===== src/core/lss_pkg.sv =====
package lss_pkg;
    // ------------------------------------------------------------
    // register offsets
    // ------------------------------------------------------------
    localparam logic [11:0] LSS_OFF_LINK_STATUS = 12'h052;
    localparam logic [11:0] LSS_OFF_SLOT_CAPS = 12'h054;
    localparam logic [11:0] LSS_OFF_LINK_CTRL = 12'h050;
    localparam logic [11:0] LSS_OFF_LINK_CAPS = 12'h04C;
    localparam logic [11:0] LSS_OFF_PORT_CAPS = 12'h040;
    localparam logic [11:0] LSS_OFF_MODE = 12'h0F0;
    // ------------------------------------------------------------
    // link status fields
    // ------------------------------------------------------------
    localparam int LSS_LS_LSB = 0;
    localparam int LSS_LW_LSB = 4;
    localparam int LSS_TRAINING_ERROR_FLAG_BIT = 10;
    localparam int LSS_TRAIN_BIT = 11;
    localparam int LSS_SCLK_BIT = 12;
    localparam int LSS_DLLA_BIT = 13;
    localparam int LSS_BWM_BIT = 14;
    localparam int LSS_ABW_BIT = 15;
    localparam logic [3:0] LSS_SPEED_2G5 = 4'h1;
    localparam logic [3:0] LSS_SPEED_5G = 4'h2;
    localparam logic [3:0] LSS_SPEED_RST = 4'h1;
    localparam logic [5:0] LSS_WIDTH_RST = 6'h00;
    // ------------------------------------------------------------
    // control bits of own registers
    // ------------------------------------------------------------
    localparam int LSS_RETRAIN_BIT = 5;
    localparam int LSS_BWM_IEN_BIT = 10;
    localparam int LSS_ABW_IEN_BIT = 11;
    localparam int LSS_DLLA_CAP_BIT = 20;
    localparam int LSS_BWN_CAP_BIT = 21;
    localparam int LSS_SLOT_BIT = 8;
    localparam int LSS_MODE_V11_BIT = 0;
    localparam int LSS_MODE_UNLOCK_BIT = 1;
    localparam int LSS_MODE_UPSTREAM_BIT = 2;
    localparam int LSS_SCAP_BITS = 6;
    localparam logic [3:0] LSS_TS_AUTO_COUNT = 4'h8;

    // ------------------------------------------------------------
    // types
    // ------------------------------------------------------------
    typedef struct packed {
        logic [11:0] addr;
        logic [31:0] wdata;
        logic wr;
        logic rd;
    } lss_bus_t;

    typedef struct packed {
        logic [3:0] speed;
        logic [5:0] width;
        logic in_training;
        logic train_fail;
        logic dl_active;
        logic dl_down;
        logic retrain_done;
        logic reliab_change;
        logic auto_change;
        logic ts_rx;
        logic ts_auto_bit;
    } lss_phy_t;

    typedef enum logic [1:0] {
        LSS_ST_IDLE = 2'b00,
        LSS_ST_WAIT = 2'b01,
        LSS_ST_TRAIN = 2'b11
    } lss_rt_state_t;
endpackage : lss_pkg


===== src/core/lss_link_status.sv =====
`timescale 1ns/1ps
`default_nettype none
module lss_link_status
    import lss_pkg::*;
(
    input wire logic SYS_CLK,
    input wire logic RST_N,
    input wire lss_bus_t BUS,
    input wire lss_phy_t PHY,
    input wire logic UPSTREAM_COMMON_CLOCK_STRAP,
    input wire logic DOWNSTREAM_COMMON_CLOCK_STRAP,
    input wire logic INIT_LOAD,
    output logic [31:0] RDATA,
    output logic RETRAIN_REQUEST,
    output logic BW_IRQ
);
    // ------------------------------------------------------------
    // mode and control registers
    // ------------------------------------------------------------
    logic v11_reg, unlock_reg, upstream_reg;
    logic bwm_ien_reg, abw_ien_reg, dlla_cap_reg, bwn_cap_reg, slot_reg;
    logic load_ok;
    logic wr_mode, wr_ctrl, wr_lcap, wr_pcap, wr_lsts, wr_scap;

    function automatic logic hit(input lss_bus_t b, input logic [11:0] off);
        hit = b.wr && (b.addr == off);
    endfunction : hit

    assign wr_mode = hit(BUS, LSS_OFF_MODE);
    assign wr_ctrl = hit(BUS, LSS_OFF_LINK_CTRL);
    assign wr_lcap = hit(BUS, LSS_OFF_LINK_CAPS);
    assign wr_pcap = hit(BUS, LSS_OFF_PORT_CAPS);
    assign wr_lsts = hit(BUS, LSS_OFF_LINK_STATUS);
    assign wr_scap = hit(BUS, LSS_OFF_SLOT_CAPS);
    assign load_ok = INIT_LOAD || unlock_reg;

    always_ff @(posedge SYS_CLK or negedge RST_N) begin
        if (!RST_N) begin
            v11_reg <= 1'b0;
            unlock_reg <= 1'b0;
            upstream_reg <= 1'b0;
        end else if (wr_mode) begin
            v11_reg <= BUS.wdata[LSS_MODE_V11_BIT];
            unlock_reg <= BUS.wdata[LSS_MODE_UNLOCK_BIT];
            upstream_reg <= BUS.wdata[LSS_MODE_UPSTREAM_BIT];
        end
    end

    always_ff @(posedge SYS_CLK or negedge RST_N) begin
        if (!RST_N) begin
            dlla_cap_reg <= 1'b0;
            bwn_cap_reg <= 1'b0;
            slot_reg <= 1'b0;
        end else begin
            if (wr_lcap && load_ok) begin
                dlla_cap_reg <= BUS.wdata[LSS_DLLA_CAP_BIT];
                bwn_cap_reg <= BUS.wdata[LSS_BWN_CAP_BIT];
            end
            if (wr_pcap && load_ok) begin
                slot_reg <= BUS.wdata[LSS_SLOT_BIT];
            end
        end
    end

    // ------------------------------------------------------------
    // link control: interrupt enables, retrain pulse
    // ------------------------------------------------------------
    logic bw_on;
    logic retrain_reg;
    assign bw_on = bwn_cap_reg && !v11_reg;

    always_ff @(posedge SYS_CLK or negedge RST_N) begin
        if (!RST_N) begin
            bwm_ien_reg <= 1'b0;
            abw_ien_reg <= 1'b0;
        end else if (!bw_on) begin
            bwm_ien_reg <= 1'b0;
            abw_ien_reg <= 1'b0;
        end else if (wr_ctrl) begin
            bwm_ien_reg <= BUS.wdata[LSS_BWM_IEN_BIT];
            abw_ien_reg <= BUS.wdata[LSS_ABW_IEN_BIT];
        end
    end

    always_ff @(posedge SYS_CLK or negedge RST_N) begin
        if (!RST_N) begin
            retrain_reg <= 1'b0;
        end else begin
            retrain_reg <= wr_ctrl && BUS.wdata[LSS_RETRAIN_BIT] &&
                (!upstream_reg || unlock_reg);
        end
    end
    assign RETRAIN_REQUEST = retrain_reg;

    // ------------------------------------------------------------
    // retrain tracker: completion without DL_Down
    // ------------------------------------------------------------
    lss_rt_state_t rt_reg;
    logic rt_done;
    always_ff @(posedge SYS_CLK or negedge RST_N) begin
        if (!RST_N) begin
            rt_reg <= LSS_ST_IDLE;
        end else if (PHY.dl_down) begin
            rt_reg <= LSS_ST_IDLE;
        end else begin
            case (rt_reg)
                LSS_ST_IDLE: if (retrain_reg) rt_reg <= LSS_ST_WAIT;
                LSS_ST_WAIT: if (PHY.in_training) rt_reg <= LSS_ST_TRAIN;
                LSS_ST_TRAIN: if (PHY.retrain_done) rt_reg <= LSS_ST_IDLE;
                default: rt_reg <= LSS_ST_IDLE;
            endcase
        end
    end
    assign rt_done = (rt_reg == LSS_ST_TRAIN) && PHY.retrain_done &&
        !PHY.dl_down;

    // ------------------------------------------------------------
    // live status fields
    // ------------------------------------------------------------
    logic [3:0] speed_reg;
    logic [5:0] width_reg;
    logic train_reg, training_error_flag_reg, dlla_reg;
    always_ff @(posedge SYS_CLK or negedge RST_N) begin
        if (!RST_N) begin
            speed_reg <= LSS_SPEED_RST;
            width_reg <= LSS_WIDTH_RST;
            train_reg <= 1'b0;
            dlla_reg <= 1'b0;
        end else begin
            if (PHY.speed == LSS_SPEED_2G5 || PHY.speed == LSS_SPEED_5G) begin
                speed_reg <= PHY.speed;
            end
            width_reg <= PHY.width;
            train_reg <= PHY.in_training;
            dlla_reg <= PHY.dl_active && dlla_cap_reg;
        end
    end

    always_ff @(posedge SYS_CLK or negedge RST_N) begin
        if (!RST_N) begin
            training_error_flag_reg <= 1'b0;
        end else if (v11_reg) begin
            training_error_flag_reg <= 1'b0;
        end else if (PHY.train_fail) begin
            training_error_flag_reg <= 1'b1;
        end else if (PHY.in_training) begin
            training_error_flag_reg <= 1'b0;
        end
    end

    // ------------------------------------------------------------
    // slot clock, strap caught after reset release
    // ------------------------------------------------------------
    logic sclk_reg, strap_done_reg;
    always_ff @(posedge SYS_CLK or negedge RST_N) begin
        if (!RST_N) begin
            sclk_reg <= 1'b0;
            strap_done_reg <= 1'b0;
        end else if (!strap_done_reg) begin
            strap_done_reg <= 1'b1;
            sclk_reg <= upstream_reg ? UPSTREAM_COMMON_CLOCK_STRAP :
                DOWNSTREAM_COMMON_CLOCK_STRAP;
        end else if (wr_mode &&
            BUS.wdata[LSS_MODE_UPSTREAM_BIT] != upstream_reg) begin
            sclk_reg <= BUS.wdata[LSS_MODE_UPSTREAM_BIT] ?
                UPSTREAM_COMMON_CLOCK_STRAP :
                DOWNSTREAM_COMMON_CLOCK_STRAP;
        end else if (wr_lsts && load_ok) begin
            sclk_reg <= BUS.wdata[LSS_SCLK_BIT];
        end
    end

    // ------------------------------------------------------------
    // bandwidth status flags, set wins over clear
    // ------------------------------------------------------------
    logic ts_hit, bwm_set, abw_set, bwm_reg, abw_reg;
    lss_ts_counter u_ts (
        .SYS_CLK(SYS_CLK),
        .RST_N(RST_N),
        .ts_rx(PHY.ts_rx && !upstream_reg),
        .ts_auto_bit(PHY.ts_auto_bit),
        .hit(ts_hit)
    );
    assign bwm_set = rt_done || (PHY.reliab_change && !PHY.dl_down);
    assign abw_set = PHY.auto_change || ts_hit;

    always_ff @(posedge SYS_CLK or negedge RST_N) begin
        if (!RST_N) begin
            bwm_reg <= 1'b0;
            abw_reg <= 1'b0;
        end else if (!bw_on) begin
            bwm_reg <= 1'b0;
            abw_reg <= 1'b0;
        end else begin
            bwm_reg <= bwm_set ||
                (bwm_reg && !(wr_lsts && BUS.wdata[LSS_BWM_BIT]));
            abw_reg <= abw_set ||
                (abw_reg && !(wr_lsts && BUS.wdata[LSS_ABW_BIT]));
        end
    end

    logic irq_reg;
    always_ff @(posedge SYS_CLK or negedge RST_N) begin
        if (!RST_N) begin
            irq_reg <= 1'b0;
        end else begin
            irq_reg <= (bw_on && bwm_set && !bwm_reg && bwm_ien_reg)
                || (bw_on && abw_set && !abw_reg && abw_ien_reg);
        end
    end
    assign BW_IRQ = irq_reg;

    // ------------------------------------------------------------
    // slot capabilities
    // ------------------------------------------------------------
    logic [LSS_SCAP_BITS-1:0] scap_reg;
    always_ff @(posedge SYS_CLK or negedge RST_N) begin
        if (!RST_N) begin
            scap_reg <= '0;
        end else if (!slot_reg) begin
            scap_reg <= '0;
        end else if (wr_scap && load_ok) begin
            scap_reg <= BUS.wdata[LSS_SCAP_BITS-1:0];
        end
    end

    // ------------------------------------------------------------
    // read path
    // ------------------------------------------------------------
    logic [15:0] lsts;
    logic [31:0] rd_next, rdata_reg;
    assign lsts = {abw_reg, bwm_reg, dlla_reg, sclk_reg, train_reg,
        training_error_flag_reg, width_reg, speed_reg};
    always_comb begin
        rd_next = 32'h0000_0000;
        case (BUS.addr)
            LSS_OFF_LINK_STATUS: rd_next = {16'h0000, lsts};
            LSS_OFF_SLOT_CAPS: rd_next = {26'h0000000, scap_reg};
            LSS_OFF_LINK_CTRL: begin
                rd_next[LSS_BWM_IEN_BIT] = bwm_ien_reg;
                rd_next[LSS_ABW_IEN_BIT] = abw_ien_reg;
            end
            LSS_OFF_LINK_CAPS: begin
                rd_next[LSS_DLLA_CAP_BIT] = dlla_cap_reg;
                rd_next[LSS_BWN_CAP_BIT] = bwn_cap_reg;
            end
            LSS_OFF_PORT_CAPS: rd_next[LSS_SLOT_BIT] = slot_reg;
            LSS_OFF_MODE: begin
                rd_next[LSS_MODE_V11_BIT] = v11_reg;
                rd_next[LSS_MODE_UNLOCK_BIT] = unlock_reg;
                rd_next[LSS_MODE_UPSTREAM_BIT] = upstream_reg;
            end
            default: rd_next = 32'h0000_0000;
        endcase
    end
    always_ff @(posedge SYS_CLK or negedge RST_N) begin
        if (!RST_N) begin
            rdata_reg <= 32'h0000_0000;
        end else begin
            rdata_reg <= BUS.rd ? rd_next : 32'h0000_0000;
        end
    end
    assign RDATA = rdata_reg;
endmodule : lss_link_status
`default_nettype wire


===== src/core/lss_ts_counter.sv =====
`timescale 1ns/1ps
`default_nettype none
module lss_ts_counter
    import lss_pkg::*;
#(
    parameter logic [3:0] COUNT = LSS_TS_AUTO_COUNT
) (
    input wire logic SYS_CLK,
    input wire logic RST_N,
    input wire logic ts_rx,
    input wire logic ts_auto_bit,
    output logic hit
);
    if (COUNT == 4'h0) begin : g_bad_count
        $error("count must be nonzero");
    end
    // ------------------------------------------------------------
    // consecutive ordered sets with autonomous change bit
    // ------------------------------------------------------------
    logic [3:0] cnt_reg;
    always_ff @(posedge SYS_CLK or negedge RST_N) begin
        if (!RST_N) begin
            cnt_reg <= 4'h0;
        end else if (ts_rx) begin
            if (!ts_auto_bit) begin
                cnt_reg <= 4'h0;
            end else if (cnt_reg != COUNT) begin
                cnt_reg <= cnt_reg + 4'h1;
            end
        end
    end
    assign hit = ts_rx && ts_auto_bit && (cnt_reg == COUNT - 4'h1);
endmodule : lss_ts_counter
`default_nettype wire


===== config.mk =====
export PLATFORM = sky130hd
export DESIGN_NAME = lss_link_status
export DESIGN_NICKNAME = d
export VERILOG_FILES = /design/src/core/lss_pkg.sv /design/src/core/lss_link_status.sv /design/src/core/lss_ts_counter.sv
export SDC_FILE = /design/constraint.sdc
export NUM_CORES = 1
export LEC_CHECK = 0
export BUFFER_PORTS_ARGS = -buffer_cell sky130_fd_sc_hd__buf_4
export CAP_MARGIN = 20
export CORE_MARGIN = 2
export CORE_UTILIZATION = 35
export CTS_CLUSTER_SIZE = 16
export DETAILED_ROUTE_END_ITERATION = 16
export GPL_TIMING_DRIVEN = 1
export PLACE_DENSITY_LB_ADDON = 0.12
export SYNTH_ARGS = -nofsm -noshare
export SYNTH_HDL_FRONTEND = slang
export SYNTH_HIERARCHICAL = 1
export SYNTH_SLANG_ARGS = --single-unit

===== constraint.sdc =====
create_clock -name SYS_CLK -period 2.1 [get_ports SYS_CLK]
set_input_delay 0.21 -clock SYS_CLK [delete_from_list [all_inputs] [get_ports SYS_CLK]]
set_output_delay 0.21 -clock SYS_CLK [all_outputs]
set_load 0.005 [all_outputs]

== Yosys cells after proc, flatten, opt, wreduce, memory -nomap -nowiden ==
Index checks and enable logic that the tools add are counted.

* Register bits: 61
* Input bits: 70
* Logic and storage cells: 125

* Add/subtract/negate cells: 1
* Equal/unequal tests: 20
* Multiplexer cells: 31
* Reductions and logical operators: 50

{| class="wikitable"
|+ Operators by type and width
! cell !! number
|-
| $eq A12 B7 Y1 const B || 5
|-
| $logic_and A1 B1 Y1 || 31
|-
| $mux W22 || 1
|-
| $mux W1 || 15
|-
| $eq A12 B8 Y1 const B || 1
|-
| $mux W4 || 3
|-
| $mux W6 || 2
|-
| $mux W2 || 5
|-
| $pmux W5 S2 || 1
|-
| $ne A3 B3 Y1 const B || 3
|-
| $pmux W3 S3 || 1
|-
| $logic_or A1 B1 Y1 || 8
|-
| $logic_not A1 Y1 || 7
|-
| $pmux W2 S3 || 1
|-
| $add A4 B1 Y4 const B || 1
|-
| $eq A4 B1 Y1 const B || 1
|-
| $eq A4 B2 Y1 const B || 1
|-
| $eq A4 B3 Y1 const B || 1
|-
| $ne A2 B1 Y1 const B || 2
|-
| $ne A4 B4 Y1 const B || 1
|-
| $pmux W2 S2 || 1
|-
| $ne A3 B1 Y1 const B || 1
|-
| $reduce_and A3 Y1 || 1
|-
| $reduce_bool A3 Y1 || 1
|-
| 7 further kinds || 7
|}

== Depth between registers and ports, before layout ==
Gate-level depths: netlist (run 1).

* Word-level depth: 9
* Gate-level depth with buffers: 8

== By module ==
Netlist (run 1), hierarchy kept.

{| class="wikitable"
|+ By module, submodules not included
! module !! instances !! cells each !! area an instance (µm²) !! seq. area each (µm²)
|-
| lss_link_status || 1 || 224 || 2451.1 || 1327.5
|-
| lss_ts_counter || 1 || 25 || 246.5 || 100.1
|}

== Worst setup path before layout (run 1) ==
Ideal clock, no wire load.

* Kind: input -> register
* Start point: in BUS[34] in the netlist's numbering
* End point: reg scap_reg[0]
* Library setup time: 125 ps
* Arrival: 1627 ps
* Setup slack: 347 ps
* Stages on the path: 5
* Path buffers: 1
* Cells stage by stage: or4_4 buf_6 or4_4 o21ai_1 a21oi_1

* Longest elaborated chain between the ends: 4

{| class="wikitable"
|+ RTL lines
! item !! RTL line !! RTL
|-
| start, declared || lss_link_status.sv:8 || <nowiki>input wire lss_bus_t BUS,</nowiki>
|-
| $eq A12 B7 Y1 || lss_link_status.sv:26 || <nowiki>hit = b.wr && (b.addr == off);</nowiki>
|-
| $logic_and A1 B1 Y1 || lss_link_status.sv:26 ||
|-
| $logic_and A1 B1 Y1 || lss_link_status.sv:222 || <nowiki>end else if (wr_scap && load_ok) begin</nowiki>
|-
| $ne A2 B1 Y1 (no line) || n/a ||
|-
| end signal, assigned || lss_link_status.sv:223 || <nowiki>scap_reg <= BUS.wdata[LSS_SCAP_BITS-1:0];</nowiki>
|-
| end, declared || lss_link_status.sv:216 || <nowiki>logic [LSS_SCAP_BITS-1:0] scap_reg;</nowiki>
|}

No other way between the ends.
A chain may end at the register's enable or synchronous reset.

== Worst setup path after layout (run 1) ==
* Start point: reg upstream_reg
* End point: reg irq_reg, in the netlist BW_IRQ

* Longest elaborated chain between the ends: 9

{| class="wikitable"
|+ RTL lines
! item !! RTL line !! RTL
|-
| start, declared || lss_link_status.sv:20 || <nowiki>logic v11_reg, unlock_reg, upstream_reg;</nowiki>
|-
| start signal, assigned || lss_link_status.sv:45 || <nowiki>upstream_reg <= BUS.wdata[LSS_MODE_UPSTREAM_BIT];</nowiki>
|-
| $logic_not A1 Y1 || lss_link_status.sv:180 || <nowiki>.ts_rx(PHY.ts_rx && !upstream_reg),</nowiki>
|-
| $logic_and A1 B1 Y1 || lss_link_status.sv:180 ||
|-
| $logic_and A1 B1 Y1 (2 in series) || lss_ts_counter.sv:32 || <nowiki>assign hit = ts_rx && ts_auto_bit && (cnt_reg == COUNT - 4'h1);</nowiki>
|-
| named net ts_hit || lss_link_status.sv:176 || <nowiki>logic ts_hit, bwm_set, abw_set, bwm_reg, abw_reg;</nowiki>
|-
| $logic_or A1 B1 Y1 || lss_link_status.sv:185 || <nowiki>assign abw_set = PHY.auto_change || ts_hit;</nowiki>
|-
| $logic_and A1 B1 Y1 (3 in series) || lss_link_status.sv:208 || <nowiki>|| (bw_on && abw_set && !abw_reg && abw_ien_reg);</nowiki>
|-
| $logic_or A1 B1 Y1 || lss_link_status.sv:208 ||
|-
| end signal, assigned || lss_link_status.sv:207 || <nowiki>irq_reg <= (bw_on && bwm_set && !bwm_reg && bwm_ien_reg)</nowiki>
|-
| end, declared || lss_link_status.sv:202 || <nowiki>logic irq_reg;</nowiki>
|}

The timed path passes the listed nets, and every way through them passes these cells.

==> impl_metrics.py, run 1 <==
metrics = {
    "logic_synthesis": {
        "synth-warning-count": 6,
        "synth_top_cell_by_area": "dfrtp_1",
        "ys_seq_elements": 57,
        "synthTopCellsByArea": "dfrtp_1, buf_4, mux2_2, nor2_1, nor2b_1",
        "async_flop_share_pct": 100,
        "ys_types": 51,
        "syn_avg_cell_area_um2": 10.8,
        "synth.top_cell.area_share_pct": 51.9,
        "synthFlopType": "dfrtp_1",
        "synth_cells": 249,
        "syn_area_um2": 2700,
        "synth_edf_count": 0,
        "yosysSeqAreaShare_pct": 52.9,
    },
    "layout": {
        "nNetsFinal": 410,
        "ff_latch_area_um2": 1430,
        "final_util_pct": 46.8,
        "nFillCells": 745,
        "multiInputGateArea_um2": 1130,
        "largest_reg_flops": 18,
        "drive_gt1_share_pct": 33.8,
        "final_cell_mix": "buf_4, dfrtp_1, nor2_1",
        "final_common_cell": "buf_4",
        "n_antenna_cell": 0,
        "area_growth_pct": 32.0,
    },
    "floorplan": {
        "initial_core_util_pct": 35.5,
        "dieArea_um2": 8430,
        "num_rows": 32,
        "fp.dieH_um": 91.8,
        "fp.coreArea_um2": 7610,
        "ios": 104,
        "die_x_um": 91.8,
    },
    "placement": {
        "port-buffer-count": 71,
        "gp_congestion": 0.748,
        "post-dp-hpwl_um": 4600,
    },
    "hold_path": {
        "min_path_type": "in2reg",
    },
    "clock_tree": {
        "clk-insertion-delay-late_ns": 0.35,
        "post_cts_buffers": 0,
        "post_cts_resized": 0,
        "clk_pin_slew_worst_paths_ns": 0.08,
        "htreeDepth": 3,
        "cts_tree": "yes",
        "cts.sinks": 57,
        "cts-root-buf": "clkbuf_8",
        "cts_buffers": 9,
        "ctsLongestPathBuffers": 2,
    },
    "worst_setup_path": {
        "arrival_ns": 1.95,
        "cp_max_fo": 7,
        "worstPathCellList": "nor2b_1 > nand2_1 > nor3_1 > nor2_1 > nor3b_1 > a31oi_1 > nor2_1",
        "end_kind": "register",
        "crit_top_cell": "nor2_1",
        "max_stage_delay_ns": 0.49,
        "worstPathRequired_ns": 2.38,
        "worstSetupStartpointType": "register",
        "worst-setup-path-type": "reg2reg",
        "crit_path_top_delay_cell": "dfrtp_1",
        "rrSetupSlack_ns": 0.43,
    },
    "pwr": {
        "static-leakage-power_uw": 0.00167,
        "power_switching_uw": 572,
        "ir_drop_mv": 0.394,
        "power.internal_uw": 1640,
        "switching_share_pct": 25.9,
        "clock_power_share_pct": 40.0,
        "power.density_nw_per_um2": 622,
        "seq_power_share_pct": 50.8,
        "comb_power_share_pct": 9.2,
    },
    "sta": {
        "fmax_ghz": 0.599,
        "fin_tns_setup_ns": 0,
        "rsz0062_at_grt": "no",
        "holdWs_ns": 0.0252,
        "maxSlewViolCount": 0,
        "finalHoldViolations": 0,
        "skew_ns": 0.0133,
        "timing.final.crit_share_pct": 79.5,
        "final.min_clock_period_ns": 1.67,
        "tightest_slew_ns": 0.713,
        "setup_viol": 0,
        "relSlewSlack_pct": 52.5,
    },
    "detailed_routing": {
        "drc_errors": 0,
        "routed_wl_um": 6320,
        "wl_per_cell_um": 14.2,
        "drt_pass1_iterations": 4,
        "ant_nets": 0,
        "num_vias": 2139,
        "vias_per_cell": 4.81,
        "drt-initial-drc-count": 80,
    },
    "outcome": {
        "status": "finished clean",
    },
    "grt": {
        "antenna_found_initial": 0,
        "grt_overflow": 0,
        "grt_pass1_vias": 2110,
        "grt_max_degree": 58,
        "grt_pass1_wl_um": 10500,
        "track_usage_pct": 16.3,
    },
    "job": {
        "drv_cap": 0,
    },
}
path summary, 6_finish.rpt:
check,from,endpoint,depth (start not counted)
setup reg to reg,upstream_reg$_DFFE_PN0P_,BW_IRQ$_DFF_PN0_,7
min in group asynchronous,RST_N,u_ts/cnt_reg[2]$_DFFE_PN0P_,2
setup / recovery,upstream_reg$_DFFE_PN0P_,BW_IRQ$_DFF_PN0_,7
hold / removal,PHY[5],rt_reg[0]$_DFFE_PN0P_,2
max in group asynchronous,RST_N,speed_reg[3]$_DFFE_PN0P_,2
hold reg to reg,width_reg[3]$_DFF_PN0_,RDATA[7]$_DFF_PN0_,1
what timing repair did:
| item | CTS | global route |
|---|---|---|
| endpoints found under the hold margin | 63 | 0 |
| hold buffers | 8 | 0 |
| setup endpoints to repair | 0 | 0 |
metrics by stage:
step / worst slack [ns] / std cells / cell area (µm²) / total power [µW]
final: 0.431 / 445 / 3560 / 2210
after global routing: 0.214 / 445 / 3560 / 2310
after CTS: 0.405 / 445 / 3560 / 2250
after detailed placement: 0.159 / 421 / 3310 / 1340
after global placement: 0.168 / 421 / 3310 / 1340
after floorplan: 0.347 / 262 / 2750 / 1230
metal layers:
layer	routed length [µm]	vias up	share of wire [%]	GRT usage, %
met5	0	-	0	0
met4	108	0	1.7	6.72
met3	304	9	4.8	4.52
met2	2930	58	46	24.9
met1	2970	1029	47	22.0
li1	-	1043	-	-
logic make-up after synthesis:
family | count (synthesis) | share of synthesized area, %
other | 2 | 0.278
DFF | 57 | 52.9
xor gates and xnor gates | 2 | 0.649
buffers and inverters | 33 | 7.10
AOI/OAI and AO/OA | 47 | 11.4
and+or+nand+nor | 93 | 21.6
adders and majority gates | 2 | 0.927
muxes | 13 | 5.15
synth_stat cells (all sizes together) (2+ instances only):
cell    number
a21oi       12
a22o         4
a22oi        3
a31oi        5
a32oi        3
and2         4
and3         8
buf         17
clkbuf       3
conb         2
dfrtp       56
ha           2
inv         13
mux2         7
mux2i        6
nand2        9
nand2b       2
nand3       10
nand3b       2
nand4        2
nor2        19
nor2b       11
nor3         6
nor3b        2
nor4         6
o21ai       11
o22ai        2
or3          2
or3b         3
or4          2
xor2         2
power groups by stage:
stage | Clock, µW | Combinational (µW) | Sequential, µW
floorplan | 0 | 86.9 | 1140
global placement | 0 | 193 | 1140
detailed placement | 0 | 195 | 1140
CTS | 915 | 207 | 1120
global route | 956 | 228 | 1120
finish | 886 | 204 | 1120
cell type report:
class                           count  share of cell area (%)
Clock buffer                        9                    3.48
Clock inverter                      7                    1.30
Inverter                           13                    1.37
Multi-Input combinational cell    172                    31.7
Sequential cell                    57                    40.1
Tap cell                          102                    3.59
Timing Repair Buffer               85                    18.5
worst max-delay path, delay by kind of cell, from the launching register on:
kind | cells | cell delay [ns]
compound gates | 1 | 0.06
flops | 1 | 0.49
simple gates | 6 | 1.07
Note: power is estimated with default switching activity, not from simulation.
==> run 2: changes to the inputs <==
Settings changed: ABC_AREA from default to 1.
Clock period 2.1 ns to 1.75 ns, I/O delays scaled along.
==> run 2 against run 1 <==
Net effect:
- power increased by 31%
- die area rose by 0.40%
- synthesized cell count increased by 29%
- core utilization rose by 0.15 points
- fmax is 20% higher
- hold slack better by 0.014 ns
- sequential share of layout area decreased by 0.13 points
- critical path depth decreased by 1
- clock power is 37% higher
- worst setup slack lost 0.068 ns
- critical path type unchanged
==> impl_metrics.py, run 2 <==
metrics = {
    "grt": {
        "grt_max_degree": 58,
        "track_usage_pct": 14.8,
        "grt_pass1_wl_um": 9890,
        "grt_pass1_vias": 2163,
        "grt_overflow": 0,
        "antenna_found_initial": 0,
    },
    "placement": {
        "post-dp-hpwl_um": 4370,
        "gp_congestion": 0.774,
        "port-buffer-count": 71,
    },
    "sta": {
        "relSlewSlack_pct": 52.5,
        "final.min_clock_period_ns": 1.39,
        "maxSlewViolCount": 0,
        "tightest_slew_ns": 0.712,
        "skew_ns": 0.00914,
        "fmax_ghz": 0.721,
        "rsz0062_at_grt": "no",
        "setup_viol": 0,
        "finalHoldViolations": 0,
        "timing.final.crit_share_pct": 79.3,
        "fin_tns_setup_ns": 0,
    },
    "floorplan": {
        "dieArea_um2": 8460,
        "fp.dieH_um": 92.0,
        "die_x_um": 92.0,
        "ios": 104,
        "num_rows": 32,
        "fp.coreArea_um2": 7610,
        "initial_core_util_pct": 35.6,
    },
    "worst_setup_path": {
        "worstSetupStartpointType": "register",
        "regToRegEndpoint": "BW_IRQ$_DFF_PN0_",
        "max_stage_delay_ns": 0.43,
        "r2r_cells": 6,
        "crit_path_start": "u_ts/cnt_reg[0]$_DFFE_PN0P_",
        "worstPathRequired_ns": 1.96,
        "rrSetupSlack_ns": 0.36,
        "crit_end": "BW_IRQ$_DFF_PN0_",
        "end_kind": "register",
        "crit_path_top_delay_cell": "dfrtp_1",
        "worstPathCellList": "ha_1 > nand2_1 > nor4_1 > nor2_1 > nor3_1 > a22o_1",
        "arrival_ns": 1.60,
        "worst-setup-path-type": "reg2reg",
        "timing.rr.start": "u_ts/cnt_reg[0]$_DFFE_PN0P_",
        "cp_max_fo": 6,
    },
    "pwr": {
        "power.density_nw_per_um2": 815,
        "static-leakage-power_uw": 0.00203,
        "ir_drop_mv": 0.515,
    },
    "logic_synthesis": {
        "ys_seq_elements": 57,
        "synth_common_cells": "nand2_1, dfrtp_1, inv_1",
        "ys_types": 33,
        "synthFlopType": "dfrtp_1",
        "synth_top_cell_by_area": "dfrtp_1",
        "synth.most_common_cell": "nand2_1",
        "synth.top_cell.area_share_pct": 51.7,
        "synthTopCellsByArea": "dfrtp_1, nand2_1, nand3_1, inv_1, nor2_1",
        "synth_cells": 322,
        "syn_area_um2": 2710,
        "yosysSeqAreaShare_pct": 52.7,
        "async_flop_share_pct": 100,
        "synth_edf_count": 0,
        "syn_avg_cell_area_um2": 8.41,
        "synth-warning-count": 6,
    },
    "hold_path": {
        "min_path_type": "in2reg",
        "min_path_cells": 3,
    },
    "clock_tree": {
        "post_cts_resized": 0,
        "cts-root-buf": "clkbuf_8",
        "clk_pin_slew_worst_paths_ns": 0.07,
        "cts_buffers": 9,
        "cts_tree": "yes",
        "htreeDepth": 3,
        "cts.sinks": 57,
        "post_cts_buffers": 0,
        "clk-insertion-delay-late_ns": 0.33,
        "ctsLongestPathBuffers": 2,
    },
    "detailed_routing": {
        "routed_wl_um": 5910,
        "vias_per_cell": 4.33,
        "num_vias": 2224,
        "drt-initial-drc-count": 83,
        "wl_per_cell_um": 11.5,
        "drt_pass1_iterations": 4,
        "drc_errors": 0,
        "ant_nets": 0,
    },
    "layout": {
        "largest_reg_flops": 18,
        "n_antenna_cell": 0,
        "nNetsFinal": 480,
        "final_cell_mix": "buf_4, nand2_1, dfrtp_1",
        "drive_gt1_share_pct": 26.7,
        "final_util_pct": 46.9,
        "area_growth_pct": 31.8,
        "final_common_cell": "buf_4",
    },
    "outcome": {
        "status": "finished clean",
    },
    "job": {
        "drv_cap": 0,
    },
}
run 2: cell count changes in the layout (fill, tap and decap cells not counted), sizes merged, moves of 8 or more:
cell | previous run | this run
and3 | 8 | 0
inv | 14 | 51
nand2 | 9 | 76
nand3 | 10 | 36
nor2 | 19 | 40
nor2b | 11 | 0
run 2: metrics by stage:
step / total power (µW) / instance area [µm²] / hold slack, ns / setup WS [ns] / instances
3_3_place_gp: 1710 / 3300 / 0.286 / 0.346 / 491
2_1_floorplan: 1580 / 2760 / -0.121 / 0.388 / 335
5_1_grt: 3050 / 3570 / 0.0545 / 0.258 / 514
4_1_cts: 2950 / 3570 / 0.0283 / 0.348 / 514
3_5_place_dp: 1720 / 3300 / 0.286 / 0.350 / 491
6_report: 2910 / 3570 / 0.0388 / 0.363 / 514
run 2: cell families (layout without fill, tap and decap cells):
group | after synthesis | count (layout) | share of synthesized area [%]
other cells | 2 | 15 | 0.277
fa+ha+maj | 2 | 2 | 0.924
xor+xnor | 1 | 1 | 0.323
buf+inv | 70 | 147 | 12.1
mux | 3 | 3 | 1.48
compound gates | 23 | 23 | 4.62
flops | 57 | 57 | 52.7
simple gates | 164 | 164 | 27.5
run 2: critical path: cells and delay by family (launching register included):
kind	cells	cell delay (ns)
compound gates	1	0.23
simple gates	4	0.38
flops	1	0.43
fa+ha+maj	1	0.23
run 2: layout make-up:
| cell class | instances | area [µm²] |
|---|---|---|
| clock buffer | 12 | 155 |
| inverter | 52 | 199 |
| timing repair buffer | 80 | 621 |
| fill | 777 | 4040 |
| tap | 102 | 128 |
| multi-input combinational | 208 | 1000 |
| sequential | 57 | 1430 |
| clock inverter | 3 | 40.0 |
run 2: routing by layer:
layer  up-vias  track usage (%)  wire length, µm
met5         -                0                0
met4         0             4.85               58
met3         6             3.53              274
met2        56             23.8             2780
met1      1016             19.8             2800
li1       1146                -                -
run 2: what timing repair did:
item                       in CTS  in global routing
setup endpoints to repair       0                  0
hold endpoints to repair       63                  0
hold buffers                    8                  0
run 2: where the power goes:
group          leakage (µW)  switching [µW]  total, µW  internal (µW)
Clock              0.000102             483       1210            723
Sequential         0.000739            40.2       1410           1370
Combinational       0.00119             153        292            140
run 2: worst min-delay path by stage:
stage / from / slack (ns) / endpoint
final: PHY[6] / 0.04 / dlla_reg$_DFF_PN0_
after global routing: PHY[6] / 0.05 / dlla_reg$_DFF_PN0_
after floorplan: RST_N / -0.12 / BW_IRQ$_DFF_PN0_
after detailed placement: RST_N / 0.29 / width_reg[4]$_DFF_PN0_
after CTS: PHY[6] / 0.03 / dlla_reg$_DFF_PN0_
after global placement: RST_N / 0.29 / dlla_cap_reg$_DFFE_PN0P_
